**src/uem_pkg.sv**
```systemverilog
// Package of constants and types for the EPROM mode controller
`default_nettype none
package uem_pkg;
   localparam int unsigned CLK_MHZ       = 50;
   localparam int unsigned ADDR_W        = 13;
   localparam int unsigned DATA_W        = 8;
   // Read timing in ns (slowest grade), program timing in us
   localparam int unsigned ACCESS_NS     = 300;
   localparam int unsigned GATE_NS       = 120;
   localparam int unsigned FLOAT_NS      = 130;
   localparam int unsigned SETUP_US      = 2;
   localparam int unsigned PULSE_US      = 1000;
   localparam int unsigned ACCESS_CYC    = (ACCESS_NS * CLK_MHZ + 999) / 1000;
   localparam int unsigned GATE_CYC      = (GATE_NS * CLK_MHZ + 999) / 1000;
   localparam int unsigned FLOAT_CYC     = (FLOAT_NS * CLK_MHZ + 999) / 1000;
   localparam int unsigned SETUP_CYC     = SETUP_US * CLK_MHZ;
   localparam int unsigned PULSE_CYC     = PULSE_US * CLK_MHZ;
   localparam int unsigned CNT_W         = 24;
   // Signature address bits
   localparam int unsigned SIG_TRIG_BIT  = 9;
   localparam int unsigned SIG_SEL_BIT   = 0;
   // Command codes
   localparam logic [2:0]  CMD_READ      = 3'h0;
   localparam logic [2:0]  CMD_PROG      = 3'h1;
   localparam logic [2:0]  CMD_VERIFY    = 3'h2;
   localparam logic [2:0]  CMD_SIG       = 3'h3;
   localparam logic [2:0]  CMD_DISABLE   = 3'h4;
   typedef enum logic [6:0] {
      UEM_IDLE   = 7'h01,
      UEM_SETUP  = 7'h02,
      UEM_ACCESS = 7'h04,
      UEM_PULSE  = 7'h08,
      UEM_HOLD   = 7'h10,
      UEM_FLOAT  = 7'h20,
      UEM_DONE   = 7'h40
   } uem_state_t;
endpackage
`default_nettype wire

```
**src/uem_sync.sv**
```systemverilog
// Three-stage input synchroniser, change accepted when stages two and three agree
`default_nettype none
module uem_sync #(
   parameter int unsigned W = 8
) (
   input  wire logic         ref_clk_in,
   input  wire logic         reset_n_in,
   input  wire logic         clk_en_in,
   input  wire logic [W-1:0] async_in,
   output var  logic [W-1:0] sync_out
);
   logic [W-1:0] stage1;
   logic [W-1:0] stage2;
   logic [W-1:0] stage3;

   always_ff @(posedge ref_clk_in) begin
      if (!reset_n_in) begin
         stage1   <= '0;
         stage2   <= '0;
         stage3   <= '0;
         sync_out <= '0;
      end else if (clk_en_in) begin
         stage1 <= async_in;
         stage2 <= stage1;
         stage3 <= stage2;
         for (int i = 0; i < W; i++) begin
            if (stage2[i] == stage3[i]) begin
               sync_out[i] <= stage3[i];
            end
         end
      end
   end
endmodule // uem_sync
`default_nettype wire

```
**src/uem_ctrl.sv**
```systemverilog
// Host controller that drives a UV EPROM through its pins in every mode
`default_nettype none
module uem_ctrl (
   input  wire logic                       ref_clk_in,
   input  wire logic                       reset_n_in,
   input  wire logic                       clk_en_in,
   // User side
   input  wire logic                       cmd_valid_in,
   input  wire logic [2:0]                 cmd_op_in,
   input  wire logic [uem_pkg::ADDR_W-1:0] cmd_addr_in,
   input  wire logic [uem_pkg::DATA_W-1:0] cmd_data_in,
   input  wire logic [1:0]                 cmd_dev_in,
   output logic                            cmd_ready_out,
   output logic                            rsp_valid_out,
   output logic [uem_pkg::DATA_W-1:0]      rsp_data_out,
   output logic [uem_pkg::DATA_W-1:0]      rsp_data2_out,
   output logic                            rsp_mismatch_out,
   // Device pins
   output logic [3:0]                      chip_select_n_out,
   output logic                            output_gate_n_out,
   output logic                            program_strobe_n_out,
   output logic                            program_supply_high_out,
   output logic                            signature_trigger_high_out,
   output logic [uem_pkg::ADDR_W-1:0]      addr_out,
   output logic [uem_pkg::DATA_W-1:0]      data_out,
   output logic                            data_oe_out,
   input  wire logic [uem_pkg::DATA_W-1:0] data_in
);
   // ----------------------------------------------------------------
   // Input synchronisation
   // ----------------------------------------------------------------
   logic [uem_pkg::DATA_W-1:0] data_sync;

   uem_sync #(.W(uem_pkg::DATA_W)) uem_sync_inst (
      .ref_clk_in (ref_clk_in),
      .reset_n_in (reset_n_in),
      .clk_en_in  (clk_en_in),
      .async_in   (data_in),
      .sync_out   (data_sync)
   );

   // Sync latency of four cycles (three stages plus the agreement register) added to every sample point
   localparam int unsigned SYNC_CYC = 4;

   function automatic logic [uem_pkg::CNT_W-1:0] cyc(input int unsigned n);
      return uem_pkg::CNT_W'(n);
   endfunction

   // ----------------------------------------------------------------
   // Sequencer
   // ----------------------------------------------------------------
   uem_pkg::uem_state_t         state;
   logic [uem_pkg::CNT_W-1:0]   cnt;
   logic [2:0]                  op;
   logic [1:0]                  dev;
   logic [uem_pkg::DATA_W-1:0]  wdata;
   logic                        sig_second;
   logic [uem_pkg::ADDR_W-1:0]  cmd_addr_hold;

   always_ff @(posedge ref_clk_in) begin
      if (!reset_n_in) begin
         state      <= uem_pkg::UEM_IDLE;
         cnt        <= '0;
         op         <= uem_pkg::CMD_READ;
         dev        <= 2'h0;
         wdata      <= 8'hff;
         sig_second <= 1'b0;
      end else if (clk_en_in) begin
         case (state)
            uem_pkg::UEM_IDLE: begin
               sig_second <= 1'b0;
               if (cmd_valid_in) begin
                  op    <= cmd_op_in;
                  dev   <= cmd_dev_in;
                  wdata <= cmd_data_in;
                  cnt   <= '0;
                  state <= uem_pkg::UEM_SETUP;
               end
            end
            uem_pkg::UEM_SETUP: begin
               // Address, supply and select settle before gate or strobe moves
               if (cnt >= cyc(uem_pkg::SETUP_CYC - 1)) begin
                  cnt   <= '0;
                  state <= (op == uem_pkg::CMD_PROG) ? uem_pkg::UEM_PULSE
                                                     : uem_pkg::UEM_ACCESS;
               end else begin
                  cnt <= cnt + 1'b1;
               end
            end
            uem_pkg::UEM_ACCESS: begin
               // Gate was lowered after select had been stable, so gate delay dominates
               if (cnt >= cyc(uem_pkg::ACCESS_CYC + SYNC_CYC)) begin
                  cnt <= '0;
                  if (op == uem_pkg::CMD_SIG && !sig_second) begin
                     sig_second <= 1'b1;
                  end else begin
                     state <= uem_pkg::UEM_FLOAT;
                  end
               end else begin
                  cnt <= cnt + 1'b1;
               end
            end
            uem_pkg::UEM_PULSE: begin
               if (cnt >= cyc(uem_pkg::PULSE_CYC - 1)) begin
                  cnt   <= '0;
                  state <= uem_pkg::UEM_HOLD;
               end else begin
                  cnt <= cnt + 1'b1;
               end
            end
            uem_pkg::UEM_HOLD: begin
               // Data hold after strobe rises, then verify the byte
               if (cnt >= cyc(uem_pkg::SETUP_CYC - 1)) begin
                  cnt   <= '0;
                  op    <= uem_pkg::CMD_VERIFY;
                  state <= uem_pkg::UEM_ACCESS;
               end else begin
                  cnt <= cnt + 1'b1;
               end
            end
            uem_pkg::UEM_FLOAT: begin
               // Let the device outputs float before anything else drives
               if (cnt >= cyc(uem_pkg::FLOAT_CYC)) begin
                  cnt   <= '0;
                  state <= uem_pkg::UEM_DONE;
               end else begin
                  cnt <= cnt + 1'b1;
               end
            end
            uem_pkg::UEM_DONE: begin
               state <= uem_pkg::UEM_IDLE;
            end
            default: begin
               state <= uem_pkg::UEM_IDLE;
            end
         endcase
      end
   end

   // ----------------------------------------------------------------
   // Pin drive
   // ----------------------------------------------------------------
   logic busy;
   logic high_supply;
   logic gate_on;
   assign busy        = (state != uem_pkg::UEM_IDLE) && (state != uem_pkg::UEM_DONE);
   assign high_supply = busy && ((op == uem_pkg::CMD_PROG) || (op == uem_pkg::CMD_VERIFY));
   assign gate_on     = (state == uem_pkg::UEM_ACCESS) && (op != uem_pkg::CMD_DISABLE);

   always_ff @(posedge ref_clk_in) begin
      if (!reset_n_in) begin
         chip_select_n_out          <= 4'hf;
         output_gate_n_out          <= 1'b1;
         program_strobe_n_out       <= 1'b1;
         program_supply_high_out    <= 1'b0;
         signature_trigger_high_out <= 1'b0;
         addr_out                   <= '0;
         data_out                   <= '0;
         data_oe_out                <= 1'b0;
      end else if (clk_en_in) begin
         // One select per device; all others stay in standby or inhibit
         chip_select_n_out <= busy ? ~(4'h1 << dev) : 4'hf;
         output_gate_n_out <= ~gate_on;
         program_strobe_n_out <= !(state == uem_pkg::UEM_PULSE);
         program_supply_high_out <= high_supply;
         signature_trigger_high_out <= busy && (op == uem_pkg::CMD_SIG);
         if (op == uem_pkg::CMD_SIG) begin
            addr_out <= '0;
            addr_out[uem_pkg::SIG_TRIG_BIT] <= busy;
            addr_out[uem_pkg::SIG_SEL_BIT]  <= sig_second;
         end else begin
            addr_out <= cmd_addr_hold;
         end
         data_out    <= wdata;
         data_oe_out <= (op == uem_pkg::CMD_PROG) &&
                        ((state == uem_pkg::UEM_SETUP) || (state == uem_pkg::UEM_PULSE) ||
                         (state == uem_pkg::UEM_HOLD));
      end
   end

   always_ff @(posedge ref_clk_in) begin
      if (!reset_n_in) begin
         cmd_addr_hold <= '0;
      end else if (clk_en_in && state == uem_pkg::UEM_IDLE && cmd_valid_in) begin
         cmd_addr_hold <= cmd_addr_in;
      end
   end

   // ----------------------------------------------------------------
   // Response capture
   // ----------------------------------------------------------------
   logic sample;
   assign sample = (state == uem_pkg::UEM_ACCESS) &&
                   (cnt >= cyc(uem_pkg::ACCESS_CYC + SYNC_CYC));

   always_ff @(posedge ref_clk_in) begin
      if (!reset_n_in) begin
         cmd_ready_out    <= 1'b0;
         rsp_valid_out    <= 1'b0;
         rsp_data_out     <= '0;
         rsp_data2_out    <= '0;
         rsp_mismatch_out <= 1'b0;
      end else if (clk_en_in) begin
         cmd_ready_out <= (state == uem_pkg::UEM_IDLE) && !cmd_valid_in;
         rsp_valid_out <= (state == uem_pkg::UEM_FLOAT) && (cnt >= cyc(uem_pkg::FLOAT_CYC));
         if (sample) begin
            if (op == uem_pkg::CMD_SIG && sig_second) begin
               rsp_data2_out <= data_sync;
            end else begin
               rsp_data_out <= data_sync;
            end
            // Verify compares the whole byte: a 1 left as 0 cannot be repaired
            rsp_mismatch_out <= (op == uem_pkg::CMD_VERIFY) && (data_sync != wdata);
         end else if (state == uem_pkg::UEM_IDLE && cmd_valid_in) begin
            rsp_mismatch_out <= 1'b0;
         end
      end
   end
endmodule // uem_ctrl
`default_nettype wire

```
**config.mk**
```make
export PLATFORM = sky130hd
export DESIGN_NAME = uem_ctrl
export DESIGN_NICKNAME = d
export VERILOG_FILES = /design/src/uem_pkg.sv /design/src/uem_sync.sv /design/src/uem_ctrl.sv
export SDC_FILE = /design/constraint.sdc
export NUM_CORES = 1
export LEC_CHECK = 0
export BUFFER_PORTS_ARGS = -buffer_cell sky130_fd_sc_hd__buf_2
export CORE_ASPECT_RATIO = 2
export CORE_MARGIN = 3
export CORE_UTILIZATION = 61
export DETAILED_ROUTE_END_ITERATION = 10
export MAX_ROUTING_LAYER = met4
export PLACE_DENSITY = 0.95
export REMOVE_ABC_BUFFERS = 1
export SETUP_SLACK_MARGIN = 0.3
export SLEW_MARGIN = 20
export SYNTH_ARGS = -nofsm -noshare
export SYNTH_HDL_FRONTEND = slang
export SYNTH_SLANG_ARGS = --single-unit
```
**constraint.sdc**
```tcl
create_clock -name ref_clk_in -period 4.8 [get_ports ref_clk_in]
set_input_delay 0.96 -clock ref_clk_in [delete_from_list [all_inputs] [get_ports ref_clk_in]]
set_output_delay 0.96 -clock ref_clk_in [all_outputs]
set_load 0.03 [all_outputs]
```
==> results of run 1 <==
==> registers in the layout, indices dropped and copies added, names as in the netlist, 7 cells and up <==
register and count:
cnt 24, addr_out 13, cmd_addr_hold 13, data_out 8
rsp_data2_out 8, rsp_data_out 8, uem_sync_inst.stage1 8, uem_sync_inst.stage2 8
uem_sync_inst.stage3 8, uem_sync_inst.sync_out 8, wdata 8, state 7
==> cells in the final DEF, fill, tap and decap left out, types with 8 or more instances in the layout <==
cell and n:
dfxtp_1 139, nand2_1 103, buf_2 86, nor2_1 69
a21oi_1 58, mux2i_1 51, nand3_1 45, o21ai_0 28
clkbuf_16 17, and3_1 13, nor4_1 11, xor2_1 10
a21o_1 10, nand2b_1 8, or4_1 8
==> worst paths after layout <==
| kind | startpoint | to | slack [ps] |
|---|---|---|---|
| setup / recovery | cnt[0] | cnt[9] | 1700 |
| hold / removal | cmd_addr_hold[2] | cmd_addr_hold[2] | 460 |
| setup reg to reg | cnt[0] | cnt[9] | 1700 |
| hold reg to reg | cmd_addr_hold[2] | cmd_addr_hold[2] | 460 |
==> kinds of logic (layout without fill, tap and decap cells) <==
group / after synthesis / in the layout / share of synthesized area [%]
flip-flops: 139 / 139 / 47.3
multiplexers: 51 / 51 / 8.69
XOR/XNOR: 11 / 11 / 1.64
AO/OA/AOI/OAI: 130 / 130 / 13.3
adder cells (fa/ha/maj): 1 / 1 / 0.213
AND/OR/NAND/NOR: 296 / 296 / 24.4
buffers and inverters: 59 / 129 / 4.47
==> final cells by class <==
| class | count | area (sq um) | share of cell area [%] |
|---|---|---|---|
| multi-input cells | 489 | 2840 | 41.2 |
| flip-flops and latches | 139 | 2780 | 40.4 |
| repair buffers | 91 | 468 | 6.79 |
| well taps | 104 | 130 | 1.89 |
| clock buffers | 17 | 425 | 6.18 |
| inverters | 6 | 22.5 | 0.327 |
| clock inverters | 15 | 219 | 3.18 |
==> worst min-delay path: stages (launching register included) <==
cell and delay (ps):
dfxtp_1 310, nand2_1 50, a21oi_1 50
==> through the flow <==
| step | utilization [%] | hold WS [ps] | cells |
|---|---|---|---|
| 2_1_floorplan | - | 432 | 634 |
| 3_5_place_dp | 66.4 | 447 | 829 |
| 4_1_cts | 73.3 | 455 | 861 |
| 5_1_grt | 73.4 | 490 | 861 |
| 3_3_place_gp | 66.4 | 441 | 829 |
| 6_report | 73.4 | 460 | 861 |
==> metal layers <==
layer | vias up | GRT usage, % | wire (um)
li1 | 2516 | - | -
met1 | 2736 | 37.6 | 5980
met2 | 456 | 61.3 | 9780
met3 | 176 | 8.71 | 1490
met4 | 0 | 24.6 | 1610
met5 | - | - | 0
==> power groups by stage <==
stage          Combinational [W]  Sequential, W  Clock (W)
6_report                0.000248        0.00123    0.00144
3_3_place_gp            0.000216        0.00125          0
4_1_cts                 0.000240        0.00123    0.00144
5_1_grt                 0.000263        0.00123    0.00149
2_1_floorplan           0.000120        0.00126          0
3_5_place_dp            0.000228        0.00125          0
==> results.sh, run 1 <==
export IMPL_avgRoutedWirePerCell_um=21.9
export IMPL_seq_power_share_pct=42.1
export IMPL_placementRows=50
export IMPL_port_buffers=86
export IMPL_boundaryPins=87
export IMPL_totalPowerFinal_w=0.00292
export IMPL_path_max_fanout=12
export IMPL_holdBufCountCts=0
export IMPL_synthArstFlopShare_pct=0
export IMPL_netSwitchingFraction_pct=25.0
export IMPL_wire_length_of_the_first_global_routing_pass_um=29600
export IMPL_firstDrtPassIters=6
export IMPL_numCtsBuffers=17
export IMPL_clock_tree_buffer_depth=2
export IMPL_timing_max_slew_rel_slack_pct=21.1
export IMPL_synth_seq_area_share_pct=47.3
export IMPL_first_global_vias=5833
export IMPL_htreeDepth=4
export IMPL_antenna_violations_before_repair=0
export IMPL_postSynthRegisterBits=139
export IMPL_critical_path_cell_count=8
export IMPL_cp_end_kind="register"
export IMPL_drt_total_wl_um=18900
export IMPL_power_net_switching_w=0.000730
export IMPL_clk_transition_reported_paths_ps=60
export IMPL_insertion_delay_ps=420
export IMPL_internal_power_w=0.00219
export IMPL_drcViolationCount=0
export IMPL_worstRegToRegCells=8
export IMPL_num_vias=5884
export IMPL_floorplan_core_area_sq_um=9380
export IMPL_layout_drive_gt1_share_pct=18.0
export IMPL_overflow=0
export IMPL_synth_top_cells_by_area="dfxtp_1, mux2i_1, nand2_1"
export IMPL_timing_critical_path_slowest_stage_cell="nor3_1"
export IMPL_place_ws_ps=1780
export IMPL_max_stage_delay_on_crit_path_ps=780
export IMPL_syn_cell_area_sq_um=5880
export IMPL_grt_start_max_net_pins=57
export IMPL_hold_viol_final=0
export IMPL_layout_worst_path_cycle_share_pct=64.5
export IMPL_via_cell_ratio=6.83
export IMPL_cpLargestDelayFamily="simple AND/OR/NAND/NOR gates"
export IMPL_tightestPinTransition_ps=1150
export IMPL_period_minus_slack_ps=3100
export IMPL_drt_initial_violations=701
export IMPL_rsz0062_at_grt="false"
export IMPL_cts_root_buffer_cell="clkbuf_16"
export IMPL_synth_enable_flop_cells=0
export IMPL_setup_total_negative_slack_ps=0
export IMPL_min_delay_path_class="register to register"
export IMPL_worstPathCellList="ha_1 > nand3_1 > a211oi_1 > nor4_1 > nor3_1 > buf_4 > a2bb2oi_1 > a21oi_1"
export IMPL_postcts_resize_cnt=0
export IMPL_die_h_um=145
export IMPL_floorplan_initialDensity_pct=62.6
export IMPL_crit_type="register to register"
export IMPL_yosysWarningCount=0
export IMPL_maxClockFrequency_ghz=0.323
export IMPL_synth_most_common_cell="dfxtp_1"
export IMPL_number_of_fill_cells=573
export IMPL_cts_tree="done"
export IMPL_finalSetupViolations=0
export IMPL_tritoncts_num_sinks=139
export IMPL_run_status="finished, final reports clean"
export IMPL_final_critical_path_setup_slack_ps=1700
export IMPL_power_density_nw_per_um2=424
export IMPL_die_width_um=75.4
export IMPL_irDropWorstVdd_v=0.000403
export IMPL_fin_nets=783
export IMPL_max_cap_viol_count=0
export IMPL_final_design_area_no_fill_sq_um=6890
export IMPL_power_share_clock_pct=49.4
export IMPL_post_synth_inst_count=687
export IMPL_cp_data_arrival_time_ps=3360
export IMPL_p_comb_share_pct=8.5
export IMPL_final_setup_skew_ps=6.81
export IMPL_post_synth_top_area_cell="dfxtp_1"
export IMPL_p_leak_nw=2.99
export IMPL_synth_area_per_cell_sq_um=8.55
export IMPL_worst_ep_required_time_ps=5060
export IMPL_detailed_place_hpwl_um=10900
export IMPL_place_area_sq_um=6230
export IMPL_cts_repair_timing_setup_buffer_count=0
export IMPL_global_route_usage_total_pct=37.0
export IMPL_critical_path_startpoint_type="register"
export IMPL_final_max_slew_viol_count=0
export IMPL_worst_path_buf_inv=1
export IMPL_antenna_cells_inserted=0
export IMPL_hold_path_cell_count=2
export IMPL_synth_main_ff_cell="dfxtp_1"
export IMPL_die_area_sq_um=10900
export IMPL_post_synth_most_frequent_cells="dfxtp_1, nand2_1, nor2_1, a21oi_1, mux2i_1"
export IMPL_yosys_cell_types_count=59
export IMPL_antenna_violating_nets_post_route=0
export IMPL_finalWeightedCongestion=0.943
export IMPL_layout_area_overhead_vs_synth_pct=17.2
export IMPL_synth_largest_type_area_fraction_pct=47.3
Power figures use the tool's default switching activity.
==> run 2, diff against run 1 <==
--- a/config.mk
+++ b/config.mk
@@ -5,13 +5,14 @@
 export SDC_FILE = /design/constraint.sdc
 export NUM_CORES = 1
 export LEC_CHECK = 0
+export ABC_AREA = 1
 export BUFFER_PORTS_ARGS = -buffer_cell sky130_fd_sc_hd__buf_2
 export CORE_ASPECT_RATIO = 2
 export CORE_MARGIN = 3
-export CORE_UTILIZATION = 61
+export CORE_UTILIZATION = 51
 export DETAILED_ROUTE_END_ITERATION = 10
 export MAX_ROUTING_LAYER = met4
-export PLACE_DENSITY = 0.95
+export PLACE_DENSITY = 0.86
 export REMOVE_ABC_BUFFERS = 1
 export SETUP_SLACK_MARGIN = 0.3
 export SLEW_MARGIN = 20
==> constraint.sdc (replaced) <==
create_clock -name ref_clk_in -period 2.65 [get_ports ref_clk_in]
set_input_delay 0.53 -clock ref_clk_in [delete_from_list [all_inputs] [get_ports ref_clk_in]]
set_output_delay 0.53 -clock ref_clk_in [all_outputs]
set_load 0.03 [all_outputs]
==> results.sh, run 2 <==
export IMPL_die_area_sq_um=13100
export IMPL_final_max_slew_viol_count=0
export IMPL_die_width_um=82.4
export IMPL_die_h_um=159
export IMPL_path_max_fanout=20
export IMPL_firstDrtPassIters=5
export IMPL_drt_total_wl_um=15500
export IMPL_synth_seq_area_share_pct=46.7
export IMPL_synth_main_ff_cell="dfxtp_1"
export IMPL_cts_root_buffer_cell="clkbuf_16"
export IMPL_final_setup_skew_ps=9.84
export IMPL_layout_commonest_cell="nand2_1"
export IMPL_biggestRegsByFlops="cnt: 24 flops, addr_out: 13 flops, cmd_addr_hold: 13 flops"
export IMPL_p_comb_share_pct=23.0
export IMPL_run_status="finished, final reports clean"
export IMPL_finalWeightedCongestion=0.883
export IMPL_timing_hold_ws_ps=329
export IMPL_synth_most_common_cell="nand2_1"
export IMPL_seq_power_share_pct=39.9
export IMPL_hold_viol_final=0
export IMPL_layout_cells_most_common_list="nand2_1, nor2_1, dfxtp_1"
export IMPL_wire_length_of_the_first_global_routing_pass_um=25600
export IMPL_cts_tree="done"
export IMPL_power_net_switching_w=0.00212
export IMPL_hold_path_cell_count=3
export IMPL_insertion_delay_ps=420
export IMPL_worstHoldStart="cmd_data_in[5]"
export IMPL_synthArstFlopShare_pct=0
export IMPL_p_leak_nw=3.10
export IMPL_critical_path_startpoint_type="register"
export IMPL_rsz0062_at_grt="false"
export IMPL_regMostFlops="cnt"
export IMPL_synth_largest_type_area_fraction_pct=46.7
export IMPL_holdBufCountCts=0
export IMPL_internal_power_w=0.00403
export IMPL_postcts_resize_cnt=0
export IMPL_antenna_cells_inserted=0
export IMPL_fin_nets=941
export IMPL_period_minus_slack_ps=2090
export IMPL_postSynthRegisterBits=139
export IMPL_floorplan_core_area_sq_um=11400
export IMPL_finalSetupViolations=0
export IMPL_post_synth_most_frequent_cells="nand2_1, nor2_1, dfxtp_1, o21ai_0, a21oi_1"
export IMPL_max_cap_viol_count=0
export IMPL_synth_area_per_cell_sq_um=7.23
export IMPL_num_vias=5760
export IMPL_min_delay_path_class="primary input to register"
export IMPL_cp_data_arrival_time_ps=2440
export IMPL_power_share_clock_pct=37.1
export IMPL_htreeDepth=4
export IMPL_timing_critical_path_slowest_stage_cell="nand2_1"
export IMPL_clk_transition_reported_paths_ps=60
export IMPL_syn_cell_area_sq_um=5960
export IMPL_cp_end_kind="register"
export IMPL_tritoncts_num_sinks=139
export IMPL_floorplan_initialDensity_pct=52.5
export IMPL_grt_start_max_net_pins=79
export IMPL_numCtsBuffers=17
export IMPL_post_synth_inst_count=824
export IMPL_overflow=0
export IMPL_worstPathCellList="nor2_2 > nand3_1 > nor2_1 > nor2_1 > nand2_1 > nand2_1 > o21ai_0 > nand2_1 > nor2_1"
export IMPL_layout_worst_path_cycle_share_pct=78.7
export IMPL_place_area_sq_um=6470
export IMPL_worst_r2r_startpoint="state[2]"
export IMPL_largest_register_ff_count=24
export IMPL_final_design_area_no_fill_sq_um=7040
export IMPL_synth_enable_flop_cells=0
export IMPL_synth_top_cells_by_area="dfxtp_1, nand2_1, nor2_1"
export IMPL_cts_repair_timing_setup_buffer_count=0
export IMPL_maxClockFrequency_ghz=0.479
export IMPL_max_stage_delay_on_crit_path_ps=390
export IMPL_netSwitchingFraction_pct=34.4
export IMPL_totalPowerFinal_w=0.00615
export IMPL_timing_hold_worst_endpoint="wdata[5]"
export IMPL_avgRoutedWirePerCell_um=14.7
export IMPL_detailed_place_hpwl_um=10600
export IMPL_worst_r2r_endpoint="cnt[3]"
export IMPL_via_cell_ratio=5.45
export IMPL_clock_tree_buffer_depth=2
export IMPL_antenna_violations_before_repair=0
export IMPL_regToRegSetupSlack_ps=560
export IMPL_crit_type="register to register"
export IMPL_layout_drive_gt1_share_pct=18.3
export IMPL_timing_max_slew_rel_slack_pct=53.3
export IMPL_layout_area_overhead_vs_synth_pct=18.0
export IMPL_worst_ep_required_time_ps=3000
export IMPL_yosys_cell_types_count=38
export IMPL_global_route_usage_total_pct=25.7
export IMPL_tightestPinTransition_ps=700
export IMPL_irDropWorstVdd_v=0.000574
export IMPL_worstRegToRegCells=9
export IMPL_fin_util_pct=62.0
export IMPL_placementRows=55
export IMPL_drt_initial_violations=350
export IMPL_drcViolationCount=0
export IMPL_power_density_nw_per_um2=874
export IMPL_post_synth_top_area_cell="dfxtp_1"
export IMPL_port_buffers=86
export IMPL_setup_total_negative_slack_ps=0
export IMPL_boundaryPins=87
export IMPL_antenna_violating_nets_post_route=0
export IMPL_yosysWarningCount=0
export IMPL_first_global_vias=5581
## run 2: cell types whose count changed after synthesis, moves of 8 or more
cell	previous run	this run
inv_1	4	45
nor4_1	11	2
o21ai_0	28	74
a21oi_1	58	67
nor2_2	0	8
nand2b_1	8	0
and3_1	13	0
clkbuf_1	38	26
nand2_1	103	182
or4_1	8	0
a21o_1	10	0
mux2i_1	51	0
nor2_1	69	140
## run 2: final cells by class
class	count	area (sq um)
timing repair buffer	97	513
clock inverter	14	136
sequential	139	2780
tap	142	178
multi-input combinational	592	2790
fill	1030	4320
clock buffer	18	429
inverter	55	206
## run 2: cell families after synthesis
logic type / count (synthesis) / synth area share, %
buffers and inverters: 93 / 6.51
AND/OR/NAND/NOR: 415 / 30.1
flip-flops: 139 / 46.7
XOR/XNOR: 9 / 1.32
adder cells (fa/ha/maj): 1 / 0.210
AO/OA/AOI/OAI: 167 / 15.2
## run 2: how the worst max path moves through the flow
stage / start / end / depth (start not counted)
2_1_floorplan: clk_en_in / cnt[7] / 6
3_3_place_gp: state[6] / cnt[3] / 9
3_5_place_dp: state[2] / cnt[6] / 9
4_1_cts: state[2] / cnt[3] / 9
5_1_grt: state[2] / cnt[11] / 9
6_report: state[2] / cnt[3] / 9
## run 2: per-layer routing
metal | track usage [%] | up-vias | part of all wire, %
met3 | 7.04 | 66 | 5.3
met4 | 14.8 | 0 | 4.8
met1 | 26.0 | 2635 | 36
met2 | 42.7 | 214 | 54
li1 | - | 2845 | -
met5 | - | - | 0
## run 2: critical path, delay by kind of cell (launching register included)
family | cells | cell delay (ps)
compound gates | 1 | 310
flops | 1 | 340
simple gates | 8 | 1360
## run 2: power by group through the flow
stage                     clock (W)  combinational (W)  sequential [W]
after floorplan                   0           0.000886         0.00257
after global placement            0            0.00136         0.00249
after detailed placement          0            0.00138         0.00249
after CTS                   0.00230            0.00140         0.00245
after global routing        0.00239            0.00156         0.00247
final                       0.00228            0.00141         0.00246
## run 2: metrics by stage
stage / setup WS [ps] / std cells
after floorplan: 514 / 786
after global placement: 654 / 1025
after detailed placement: 616 / 1025
after CTS: 592 / 1057
after global routing: 333 / 1057
final: 563 / 1057
